## config.mk

```make
export PLATFORM = sky130hd
export DESIGN_NAME = internal_bus_master_arbiter
export DESIGN_NICKNAME = d
export VERILOG_FILES = /design/src/arbiter_pkg.sv /design/src/lockout_counter.sv /design/src/internal_bus_master_arbiter.sv
export VERILOG_INCLUDE_DIRS = /design/src
export SDC_FILE = /design/constraint.sdc
export NUM_CORES = 1
export LEC_CHECK = 0
export ABC_CLOCK_PERIOD_IN_PS = 3320
export BUFFER_PORTS_ARGS = -buffer_cell sky130_fd_sc_hd__buf_4
export CORE_MARGIN = 2
export CORE_UTILIZATION = 40
export DETAILED_ROUTE_END_ITERATION = 10
export HOLD_SLACK_MARGIN = 0.02
export PLACE_DENSITY = 0.67
export SYNTH_ARGS = -nofsm -noshare
export SYNTH_HDL_FRONTEND = slang
export SYNTH_SLANG_ARGS = --single-unit
```

## constraint.sdc

```tcl
create_clock -name clk -period 3.32 [get_ports clk]
set_clock_uncertainty 0.1 [all_clocks]
set_input_delay 0 -clock clk [delete_from_list [all_inputs] [get_ports clk]]
set_output_delay 0 -clock clk [all_outputs]
set_load 0.05 [all_outputs]
```

## src/arbiter_defines.svh

```systemverilog
`ifndef ARBITER_DEFINES_SVH
`define ARBITER_DEFINES_SVH

// ==========================================================================
// Register offsets (byte addresses on the register bus).
`define ARB_CTRL_OFFSET 8'h00
`define ARB_STATUS_OFFSET 8'h04
`define ARB_ADDR_WIDTH 8

// ==========================================================================
// Control register field positions.
`define ARB_BW_ELEVATE_BIT 25
`define ARB_WIDE_COUNT_BIT 24
`define ARB_DMA_PRIO_MSB 21
`define ARB_DMA_PRIO_LSB 20
`define ARB_CORE_PRIO_MSB 19
`define ARB_CORE_PRIO_LSB 18
`define ARB_FIXED_BIT 14
`define ARB_TIMEOUT_BIT 13
`define ARB_PARK_BIT 12
`define ARB_LOCKOUT_MSB 11
`define ARB_LOCKOUT_LSB 8

// ==========================================================================
// Reset values and masks.
`define ARB_CTRL_RESET 32'h0038_0000
`define ARB_CTRL_WMASK 32'h033c_7f00
`define ARB_DMA_PRIO_DEFAULT 2'h3
`define ARB_CORE_PRIO_DEFAULT 2'h2

// ==========================================================================
// Bus answer codes.
`define ARB_RESP_OKAY 2'h0
`define ARB_RESP_SLVERR 2'h2

`endif

```

## src/arbiter_pkg.sv

```systemverilog
// ==========================================================================
// Types shared by the arbiter files.
package arbiter_pkg;

  // Identity of a bus master port.
  typedef enum logic {
    CORE_MASTER = 1'b0,
    DMA_MASTER = 1'b1
  } master_type;

endpackage

```

## src/lockout_counter.sv

```systemverilog
`timescale 1ns/1ps
`default_nettype none

// ==========================================================================
// Counts denied cycles for one master and flags when the limit of
// two to the power of the exponent is reached. Saturates at the limit.
module lockout_counter #(
  parameter int CNT_WIDTH = 16
) (
  // Clock and reset.
  input wire logic clk,
  input wire logic reset_n,
  // Control.
  input wire logic clear,
  input wire logic count_en,
  input wire logic [3:0] exponent,
  // Status.
  output logic reached
);

  // Denied-cycle count and its next value.
  logic [CNT_WIDTH-1:0] count;
  logic [CNT_WIDTH-1:0] next_count;
  // Limit derived from the exponent.
  logic [CNT_WIDTH-1:0] limit;

  // Next count: clear wins over counting, and counting stops at the limit.
  always_comb begin
    limit = {{(CNT_WIDTH-1){1'b0}}, 1'b1} << exponent;
    reached = (count >= limit);
    next_count = count;
    if (clear) begin
      next_count = '0;
    end else if (count_en && !reached) begin
      next_count = count + {{(CNT_WIDTH-1){1'b0}}, 1'b1};
    end
  end

  // Register stage; reset empties the counter.
  always_ff @(posedge clk or negedge reset_n) begin
    if (!reset_n) begin
      count <= '0;
    end else begin
      count <= next_count;
    end
  end

endmodule

`default_nettype wire

```

## src/internal_bus_master_arbiter.sv

```systemverilog
// The register addresses and register access over AXI4-Lite were decided locally.
`timescale 1ns/1ps
`default_nettype none

`include "arbiter_defines.svh"

module internal_bus_master_arbiter
  import arbiter_pkg::*;
#(
  parameter int CNT_WIDTH = 16
) (
  // Clock and reset.
  input wire logic clk,
  input wire logic reset_n,
  // AXI4-Lite write address channel.
  input wire logic [31:0] awaddr,
  input wire logic [2:0] awprot,
  input wire logic awvalid,
  output logic awready,
  // AXI4-Lite write data channel.
  input wire logic [31:0] wdata,
  input wire logic [3:0] wstrb,
  input wire logic wvalid,
  output logic wready,
  // AXI4-Lite write response channel.
  output logic [1:0] bresp,
  output logic bvalid,
  input wire logic bready,
  // AXI4-Lite read address channel.
  input wire logic [31:0] araddr,
  input wire logic [2:0] arprot,
  input wire logic arvalid,
  output logic arready,
  // AXI4-Lite read data channel.
  output logic [31:0] rdata,
  output logic [1:0] rresp,
  output logic rvalid,
  input wire logic rready,
  // Requests from the two bus masters.
  input wire logic dma_req,
  input wire logic core_req,
  input wire logic dma_bw_request,
  // Bus address phase availability.
  input wire logic addr_phase_free,
  // Address phase grants.
  output logic dma_grant,
  output logic core_grant,
  // Arbiter state seen outside.
  output arbiter_pkg::master_type arb_pointer,
  output arbiter_pkg::master_type current_master,
  // Configuration passed to the DMA controller.
  output logic dma_wide_count_sel
);

  // ========================================================================
  // Declarations.

  // Control register and its next value.
  logic [31:0] arbiter_control_reg;
  logic [31:0] next_ctrl;
  // Arbitration pointer and last granted master.
  master_type pointer;
  master_type next_pointer;
  master_type cur_master;
  master_type next_cur_master;
  // Write channel holding registers.
  logic aw_held;
  logic next_aw_held;
  logic [`ARB_ADDR_WIDTH-1:0] aw_addr;
  logic [`ARB_ADDR_WIDTH-1:0] next_aw_addr;
  logic w_held;
  logic next_w_held;
  logic [31:0] w_data;
  logic [31:0] next_w_data;
  logic [3:0] w_strb;
  logic [3:0] next_w_strb;
  // Response registers.
  logic next_bvalid;
  logic [1:0] next_bresp;
  logic next_rvalid;
  logic [31:0] next_rdata;
  logic [1:0] next_rresp;
  // Control fields.
  logic fixed_mode;
  logic timeout_en;
  logic park_select;
  logic [3:0] lockout_exponent;
  logic dma_bw_elevate_en;
  logic [1:0] dma_master_priority;
  logic [1:0] core_master_priority;
  // Priorities after the uniqueness check.
  logic [1:0] dma_prio;
  logic [1:0] core_prio;
  logic [1:0] cur_prio;
  // Round-robin scores.
  logic [1:0] dma_score;
  logic [1:0] core_score;
  // Arbitration helpers.
  logic use_rr;
  logic dma_cand;
  logic core_cand;
  logic dma_elevated;
  logic dma_wins;
  master_type park_target;
  // Lockout flags from the counters.
  logic dma_locked;
  logic core_locked;
  logic lockout_active;
  logic count_enable;
  // Status word and byte-lane mask.
  logic [31:0] status_word;
  logic [31:0] lane_mask;

  // ========================================================================
  // Field extraction.

  // Split the control register into named fields.
  always_comb begin
    fixed_mode = arbiter_control_reg[`ARB_FIXED_BIT];
    timeout_en = arbiter_control_reg[`ARB_TIMEOUT_BIT];
    park_select = arbiter_control_reg[`ARB_PARK_BIT];
    lockout_exponent = arbiter_control_reg[`ARB_LOCKOUT_MSB:`ARB_LOCKOUT_LSB];
    dma_bw_elevate_en = arbiter_control_reg[`ARB_BW_ELEVATE_BIT];
    dma_master_priority = arbiter_control_reg[`ARB_DMA_PRIO_MSB:`ARB_DMA_PRIO_LSB];
    core_master_priority = arbiter_control_reg[`ARB_CORE_PRIO_MSB:`ARB_CORE_PRIO_LSB];
    dma_wide_count_sel = arbiter_control_reg[`ARB_WIDE_COUNT_BIT];
  end

  // ========================================================================
  // Grant and arbitration.

  // Only the pointed master can take the address phase this cycle, so at
  // most one grant exists and every other requester waits a cycle.
  always_comb begin
    dma_grant = addr_phase_free && (pointer == DMA_MASTER) && dma_req;
    core_grant = addr_phase_free && (pointer == CORE_MASTER) && core_req;
  end

  // Next pointer and current master. Software is trusted to program
  // unique priorities; equal ones fall back to the reset order so the
  // comparison below never needs a tie rule beyond DMA first.
  always_comb begin
    if (dma_master_priority == core_master_priority) begin
      dma_prio = `ARB_DMA_PRIO_DEFAULT;
      core_prio = `ARB_CORE_PRIO_DEFAULT;
    end else begin
      dma_prio = dma_master_priority;
      core_prio = core_master_priority;
    end
    // Lockout only matters in fixed mode, so round-robin hides it.
    lockout_active = fixed_mode && (dma_locked || core_locked);
    use_rr = !fixed_mode || lockout_active;
    cur_prio = (cur_master == DMA_MASTER) ? dma_prio : core_prio;
    // Two-bit sums wrap, which is the modulo over four priority levels.
    dma_score = use_rr ? (dma_prio + cur_prio) : dma_prio;
    core_score = use_rr ? (core_prio + cur_prio) : core_prio;
    // A master granted now is the bus owner and takes no part.
    dma_cand = dma_req && !dma_grant;
    core_cand = core_req && !core_grant;
    dma_elevated = dma_bw_elevate_en && dma_bw_request;
    dma_wins = dma_elevated || (dma_score >= core_score);
    park_target = (dma_prio > core_prio) ? DMA_MASTER : CORE_MASTER;
    if (!park_select) begin
      park_target = dma_grant ? DMA_MASTER : (core_grant ? CORE_MASTER : cur_master);
    end
    if (dma_cand && core_cand) begin
      next_pointer = dma_wins ? DMA_MASTER : CORE_MASTER;
    end else if (dma_cand) begin
      next_pointer = DMA_MASTER;
    end else if (core_cand) begin
      next_pointer = CORE_MASTER;
    end else begin
      next_pointer = park_target;
    end
    // The granted master becomes current; in round-robin its own priority
    // is then added to both scores, modulo four, for the next comparison.
    next_cur_master = cur_master;
    if (dma_grant) begin
      next_cur_master = DMA_MASTER;
    end else if (core_grant) begin
      next_cur_master = CORE_MASTER;
    end
  end

  // Register the pointer and current master.
  always_ff @(posedge clk or negedge reset_n) begin
    if (!reset_n) begin
      pointer <= DMA_MASTER;
      cur_master <= DMA_MASTER;
    end else begin
      pointer <= next_pointer;
      cur_master <= next_cur_master;
    end
  end

  // Pointer state for observers.
  always_comb begin
    arb_pointer = pointer;
    current_master = cur_master;
  end

  // ========================================================================
  // Anti-lock-out counters.

  // Counting runs only in fixed mode with the timeout enabled.
  always_comb begin
    count_enable = fixed_mode && timeout_en;
  end

  // DMA master denial counter; a grant clears its lock.
  lockout_counter #(
    .CNT_WIDTH(CNT_WIDTH)
  ) dma_lockout (
    .clk(clk),
    .reset_n(reset_n),
    .clear(dma_grant || !count_enable),
    .count_en(dma_req && !dma_grant),
    .exponent(lockout_exponent),
    .reached(dma_locked)
  );

  // Core master denial counter; a grant clears its lock.
  lockout_counter #(
    .CNT_WIDTH(CNT_WIDTH)
  ) core_lockout (
    .clk(clk),
    .reset_n(reset_n),
    .clear(core_grant || !count_enable),
    .count_en(core_req && !core_grant),
    .exponent(lockout_exponent),
    .reached(core_locked)
  );

  // ========================================================================
  // Register bus slave.

  // Handshake readies: a channel is open while nothing is held for it
  // and no answer is waiting, which limits the slave to one write.
  always_comb begin
    awready = !aw_held && !bvalid;
    wready = !w_held && !bvalid;
    arready = !rvalid;
  end

  // Status word: pointer, current master and lockout state.
  always_comb begin
    status_word = {26'h0, !use_rr, core_locked, dma_locked, lockout_active, cur_master, pointer};
  end

  // Bus next-state logic: capture address and data in any order, write
  // once both are held, answer reads one cycle after the address.
  always_comb begin
    next_aw_held = aw_held;
    next_aw_addr = aw_addr;
    next_w_held = w_held;
    next_w_data = w_data;
    next_w_strb = w_strb;
    next_bvalid = bvalid;
    next_bresp = bresp;
    next_rvalid = rvalid;
    next_rdata = rdata;
    next_rresp = rresp;
    next_ctrl = arbiter_control_reg;
    lane_mask = {{8{w_strb[3]}}, {8{w_strb[2]}}, {8{w_strb[1]}}, {8{w_strb[0]}}};
    if (awvalid && awready) begin
      next_aw_held = 1'b1;
      next_aw_addr = awaddr[`ARB_ADDR_WIDTH-1:0];
    end
    if (wvalid && wready) begin
      next_w_held = 1'b1;
      next_w_data = wdata;
      next_w_strb = wstrb;
    end
    if (aw_held && w_held) begin
      next_aw_held = 1'b0;
      next_w_held = 1'b0;
      next_bvalid = 1'b1;
      if (aw_addr == `ARB_CTRL_OFFSET) begin
        // Reserved bits stay zero; only enabled byte lanes change.
        next_ctrl = (arbiter_control_reg & ~(lane_mask & `ARB_CTRL_WMASK))
                  | (w_data & lane_mask & `ARB_CTRL_WMASK);
        next_bresp = `ARB_RESP_OKAY;
      end else if (aw_addr == `ARB_STATUS_OFFSET) begin
        next_bresp = `ARB_RESP_OKAY;
      end else begin
        next_bresp = `ARB_RESP_SLVERR;
      end
    end else if (bvalid && bready) begin
      next_bvalid = 1'b0;
    end
    if (arvalid && arready) begin
      next_rvalid = 1'b1;
      case (araddr[`ARB_ADDR_WIDTH-1:0])
        `ARB_CTRL_OFFSET: begin
          next_rdata = arbiter_control_reg;
          next_rresp = `ARB_RESP_OKAY;
        end
        `ARB_STATUS_OFFSET: begin
          next_rdata = status_word;
          next_rresp = `ARB_RESP_OKAY;
        end
        default: begin
          next_rdata = 32'h0000_0000;
          next_rresp = `ARB_RESP_SLVERR;
        end
      endcase
    end else if (rvalid && rready) begin
      next_rvalid = 1'b0;
    end
  end

  // Bus and control registers.
  always_ff @(posedge clk or negedge reset_n) begin
    if (!reset_n) begin
      arbiter_control_reg <= `ARB_CTRL_RESET;
      aw_held <= 1'b0;
      aw_addr <= '0;
      w_held <= 1'b0;
      w_data <= 32'h0000_0000;
      w_strb <= 4'h0;
      bvalid <= 1'b0;
      bresp <= `ARB_RESP_OKAY;
      rvalid <= 1'b0;
      rdata <= 32'h0000_0000;
      rresp <= `ARB_RESP_OKAY;
    end else begin
      arbiter_control_reg <= next_ctrl;
      aw_held <= next_aw_held;
      aw_addr <= next_aw_addr;
      w_held <= next_w_held;
      w_data <= next_w_data;
      w_strb <= next_w_strb;
      bvalid <= next_bvalid;
      bresp <= next_bresp;
      rvalid <= next_rvalid;
      rdata <= next_rdata;
      rresp <= next_rresp;
    end
  end

endmodule

`default_nettype wire

```

==> metrics, run 1 <==
Max Buffers Root-to-Sink 2; Avg Inst Size Synth 10.47 µm²; Routed WL 12.75 mm; violated checks negative setup slack; multiplexer area fraction after synthesis 0.09065; fin crit share 1.019; Starting Density 0.4040; Die Wd 119.0 µm; simple-gate share of the synthesized area 0.1695; DIE AREA 14,150 µm²; fin. max-slew vios 0; drt first pass iters 4; total power 0.003781 W; synthesized instance count 505; max_cap viols 0; Layout Nets 813; XOR/XNOR Fraction of Synth Area 0.02982; synth top area cells dfrtp_1 (43%), ha_1 (9.5%), mux2_2 (8.3%); Synth cell types between 50 and 60; # diodes 0; gr ovfl total 0; Hold Path Class primary input to register; Finished Cell Area 7128 µm²; Via Count 4,308; Synth top area share 0.4308; clock root cell clkbuf_16; Synth Area in Compound Gates 0.1143; Layout area overhead 34.84%; Final Critical Period 3382 ps; drt via density 5.147; Global Route Usage Sum 0.1903; Seq/Total Area, Yosys 0.4556; Reg power frac 0.407; largest net degree at the start of global routing 57; maximum fanout along the worst path 7; total CTS buffers 9; Final Worst Setup Slack -62.36 ps; core area ~13,000 µm²; Worst EP required 3510 ps; Clock Power Share 0.260; Setup Total Neg Slack -62.36 ps; Detail Route Antenna Nets 0; ys async rst share 1.000; Rows 42; Worst Path Arrival 3570 ps; Synth area leader dfrtp_1; Placed Area 6277 µm²; hpwl dp 9.185 mm; initial antenna violation count 0; WL/cell 15.23 µm; achievable frequency 295.7 MHz; VDD IR max 0.5210 mV; CTS tree done; Final Hold Viols 0; mapped cell area around 5300 µm²; Slew @ Worst Pin 845.7 ps; pwr/cell area 530.4 nW/µm²; status complete, but fails checks; Clock transition at path regs approximately 70 ps; Pint 0.002522 W; Leak approximately 3.3 nW; Synth Area in Adders 0.09467; pre-CTS WS -332.0 ps; Die Height 119.0 µm; WS Path Type register to register; Slew headroom 0.4362; Sinks on Clock Net between 90 and 100; vias in the first global route approximately 4,400; EDFF count, synth 0; synthesis-stage register bit count 96; GPL Wtd Cong 0.9267; main combinational cell family by area after synthesis simple AND/OR/NAND/NOR gates; # setup viols final 1; sw frac 0.3329; Syn. warnings 0; DRC 0; Top Ports between 150 and 200; endpoint class of the critical path register; Switch Pwr 0.001259 W; Worst setup SP type register; First DRT Iteration DRCs 189; combinational share of power 0.333; htree depth 3; fraction of layout cells with a size suffix above 1 0.3328; worst-skew pair later-pin latency 360 ps; RSZ-0062 raised after global routing true; Synth Flop Type dfrtp_1; first-pass GRT wire length roughly 22 mm; Buffers on Ports 73
## synthesized netlist by cell type (all sizes together), types with 2 or more instances
cell type and count:
ha 40, inv 16, nand3 22, or3 13
nand3b 2, and4 3, a21oi 27, and3 9
buf 16, nor4 7, dfstp 5, o21ai 22
mux2 39, nor3 3, xor2 12, a211oi 4
nor2b 10, mux2i 4, nor2 32, and2 5
dfrtp 91, clkbuf 16, o22ai 2, nand4 12
nand2 45, xnor2 6, a22o 18, a21o 5
## logic make-up after synthesis
group | after synthesis
xor+xnor | 18
flops | 96
buf+inv | 48
other cells | 1
simple gates | 169
fa+ha+maj | 40
compound gates | 90
mux | 43
## through the flow
step                        util  hold WS [ps]  std cells
after floorplan                -        -395.6        519
after detailed placement  0.4797         3.793        776
after global routing      0.5448         104.0        837
final                     0.5448         92.17        837
after global placement    0.4797        -6.842        776
after CTS                 0.5407         85.15        833
## layer usage
metal / up-vias / part of all wire / track usage
li1: 2092 / - / -
met1: 2108 / 0.42 / 0.2232
met2: 87 / 0.52 / 0.3391
met3: 21 / 0.040 / 0.04023
met4: 0 / 0.021 / 0.07515
met5: - / 0 / 0
## power by group through the flow
stage,clock [W],combinational (W),sequential [W]
4_1_cts,0.00101,0.00123,0.00153
5_1_grt,0.00104,0.00136,0.00157
3_5_place_dp,0,0.00115,0.00155
2_1_floorplan,0,0.000786,0.00157
6_report,0.000984,0.00126,0.00154
3_3_place_gp,0,0.00112,0.00154
## worst paths after layout
check,from,end,slack (ps),depth (start not counted)
max,register,arb_pointer,-60,16
min,araddr[6],rdata[13],90,4
max reg2reg,register,arb_pointer,-60,16
min reg2reg,rdata[2],rdata[2],400,2
max in group asynchronous,reset_n,async pin,2120,3
min in group asynchronous,reset_n,core_lockout.count[11],160,2
## worst max-delay path: stages, from the launching register on
cell and delay, ps:
dfrtp_2 470, nor2b_4 240, nand3_2 130, ha_4 230, and4_1 200, o2111a_1 150
a221o_1 360, a21o_2 230, nor3_4 120, buf_6 150, a211oi_1 50, nor4_1 290
ha_1 290, o21ai_1 80, nand4b_1 100, nand3b_1 90, nand2_1 50
## layout by cell type, fill, tap and decap left out, types with 3 or more instances in the layout
cell type and count:
a21o_2 3, a21oi_1 27, a22o_1 18, and2_1 5, and3_1 8, and4_1 3
buf_4 119, buf_6 3, clkbuf_16 9, conb_1 15, dfrtp_1 88, dfrtp_2 3
dfstp_2 5, dlygate4sd3_1 35, ha_1 35, ha_4 5, inv_1 16, mux2_2 38
mux2i_1 4, nand2_1 42, nand2_2 3, nand3_1 16, nand3_2 6, nand4_1 10
nor2_1 30, nor2b_1 6, nor2b_4 4, nor4_1 6, o21ai_0 20, or3_1 12
xnor2_1 6, xor2_1 12
## what timing repair did
action                     4_1_cts  5_1_grt
hold buffers                    35        0
setup endpoints to repair        1       13
setup buffers                    6        3
resized for setup               22        4
hold endpoints to repair        87        0
cloned                           0        1
pin swaps                       12        4
## area by class of cell
class	instances	area [µm²]
clock buffers	12	246.5
clock inverters	4	28.78
fillers	1113	5957
inverters	16	60.06
multi-input cells	376	2883
flip-flops and latches	96	2412
well taps	176	220.2
repair buffers	157	1277
Power figures use the tool's default switching activity.
==> run 2, diff against run 1 <==
--- a/config.mk
+++ b/config.mk
@@ -6,13 +6,14 @@
 export SDC_FILE = /design/constraint.sdc
 export NUM_CORES = 1
 export LEC_CHECK = 0
+export ABC_AREA = 1
 export ABC_CLOCK_PERIOD_IN_PS = 3320
-export BUFFER_PORTS_ARGS = -buffer_cell sky130_fd_sc_hd__buf_4
+export BUFFER_PORTS_ARGS = -buffer_cell sky130_fd_sc_hd__buf_2
 export CORE_MARGIN = 2
 export CORE_UTILIZATION = 40
 export DETAILED_ROUTE_END_ITERATION = 10
 export HOLD_SLACK_MARGIN = 0.02
-export PLACE_DENSITY = 0.67
+export PLACE_DENSITY = 0.66
 export SYNTH_ARGS = -nofsm -noshare
 export SYNTH_HDL_FRONTEND = slang
 export SYNTH_SLANG_ARGS = --single-unit
==> metrics, run 2 <==
Final Critical Period 3038 ps; Slew @ Worst Pin 996.1 ps; Global Route Usage Sum 0.1830; Die Wd 126.4 µm; EDFF count, synth 0; worst-skew pair later-pin latency 360 ps; Final Worst Setup Slack 282.2 ps; worst hold start awvalid; VDD IR max 0.5824 mV; Top Ports 163; Synth cell types 43; Worst EP required 3500 ps; Clock transition at path regs 70 ps; synthesized instance count 738; worst r2r dst arb_pointer; Layout area overhead 18.89%; drt via density between 5 and 6; GPL Wtd Cong 0.8190; Synth area leader dfrtp_1; Hold Slack 36.20 ps; commonest non-fill, non-tap cell in the layout nand2_1; pwr/cell area slightly below 500 nW/µm²; Final Hold Viols 0; Worst R2R Path Depth 20; Setup Buffers After CTS 0; synth top area cells dfrtp_1 (38%), nand2_1 (11%), ha_1 (8.3%); Seq/Total Area, Yosys 0.4018; Buffers on Ports 73; Die Height 126.4 µm; Worst Hold Path EP aw_held; WL/cell 13.69 µm; largest net degree at the start of global routing 59; achievable frequency around 330 MHz; core area 14,590 µm²; Routed WL ~14 mm; Rows 44; ys async rst share 1.000; Leak 3.554 nW; endpoint class of the critical path register; htree depth 3; Layout Nets 1,003; Detail Route Antenna Nets 0; pre-CTS WS around 61 ps; mapped cell area 5994 µm²; Avg Inst Size Synth between 8 and 9 µm²; First DRT Iteration DRCs ~390; CTS tree done; Slew headroom 0.3343; Seq. cell area around 2400 µm²; Multi-input gate area between 3000 and 4000 µm²; Sinks on Clock Net 96; Reg2Reg Setup Slack 280 ps; # diodes 0; WS Path Type register to register; initial antenna violation count 0; drt first pass iters 5; Max Buffers Root-to-Sink 2; maximum fanout along the worst path 8; fraction of layout cells with a size suffix above 1 0.1927; Synth Flop Type dfrtp_1; max_cap viols 0; most common cell in the synthesized netlist nand2_1; Worst Path Arrival 3220 ps; filler instances approximately 1,400; Syn. warnings 0; clock root cell clkbuf_16; fin. max-slew vios 0; Synth top area share 0.3799; fin crit share 0.9150; Worst setup SP type register; total CTS buffers 9; commonest cells after routing, fill and taps aside nand2_1 (170), dfrtp_1 (88), inv_1 (78); DIE AREA 15,980 µm²; vias in the first global route 5,012; Hold Path Class primary input to register; DRC 0; # setup viols final 0; synthesis-stage register bit count 96; Starting Density 0.4109; hpwl dp about 10 mm; status finished, final reports clean; hold path depth 3; gr ovfl total 0; first-pass GRT wire length 24.06 mm; Post-synth top cells nand2_1 (170), dfrtp_1 (91), inv_1 (82); Via Count about 5,200
==> run 2: per-stage QoR <==
| step | area [µm²] | total power, W | std cells | setup TNS [ps] | util |
|---|---|---|---|---|---|
| after floorplan | 6047 | 0.002235 | 752 | 0 | - |
| after global placement | 6490 | 0.002447 | 986 | 0 | 0.4449 |
| after detailed placement | 6490 | 0.002472 | 986 | 0 | 0.4449 |
| after CTS | 7099 | 0.003512 | 1035 | 0 | 0.4866 |
| after global routing | 7127 | 0.003719 | 1035 | -4.861 | 0.4885 |
| final | 7127 | 0.003513 | 1035 | 0 | 0.4885 |
==> run 2: layout make-up <==
cell class	instances	share of cell area
Multi-Input combinational cell	532	0.4322
Sequential cell	96	0.3385
Timing Repair Buffer	118	0.1106
Inverter	89	0.04723
Tap cell	184	0.03230
Clock buffer	10	0.03213
Clock inverter	6	0.007022
==> run 2: report_power, final <==
| group | switching [W] | total, W | internal, W |
|---|---|---|---|
| clock network | 0.000485 | 0.00101 | 0.000521 |
| registers | 0.0000963 | 0.00146 | 0.00137 |
| logic | 0.000713 | 0.00105 | 0.000332 |
==> run 2: how the worst max path moves through the flow <==
stage | to | slack, ps | cells after the start
floorplan | arb_pointer | 400 | 20
finish | arb_pointer | 280 | 20
global placement | arb_pointer | 80 | 20
detailed placement | arb_pointer | 60 | 20
CTS | arb_pointer | 50 | 20
global route | arb_pointer | -5 | 20
==> run 2: what timing repair did <==
action	in CTS	in global routing
hold buffers	33	0
endpoints found under the hold margin	82	0
resized for setup	0	12
setup endpoints to repair	0	1
==> run 2: critical path: stages, from the launching register on <==
cell and delay (ps):
dfrtp_1 420, inv_2 150, nand4_1 180, ha_1 340, nand2_1 60, inv_1 40, nand2_1 60, nand2_1 40
nor2_1 90, nand2_1 120, a21oi_4 190, nand3_2 160, nand2_1 90, o21ai_1 70, ha_1 290, inv_1 50
nand2_1 50, a221oi_2 210, o21ai_0 100, o21ai_0 80, inv_1 60
==> run 2: cells by family after synthesis <==
kind of cell / Yosys count / share of synthesized area
DFF: 96 / 0.4018
other: 1 / 0.0006256
and+or+nand+nor: 360 / 0.2853
xor gates and xnor gates: 19 / 0.02776
buffers and inverters: 124 / 0.09664
AOI/OAI and AO/OA: 91 / 0.09121
muxes: 7 / 0.01315
adders and majority gates: 40 / 0.08349
==> run 2: per-layer routing <==
layer | track usage | up-vias | share of wire
met5 | 0 | - | 0
met4 | 0.06399 | 0 | 0.021
met3 | 0.03121 | 26 | 0.041
met2 | 0.2929 | 133 | 0.46
met1 | 0.2513 | 2427 | 0.48
li1 | - | 2649 | -
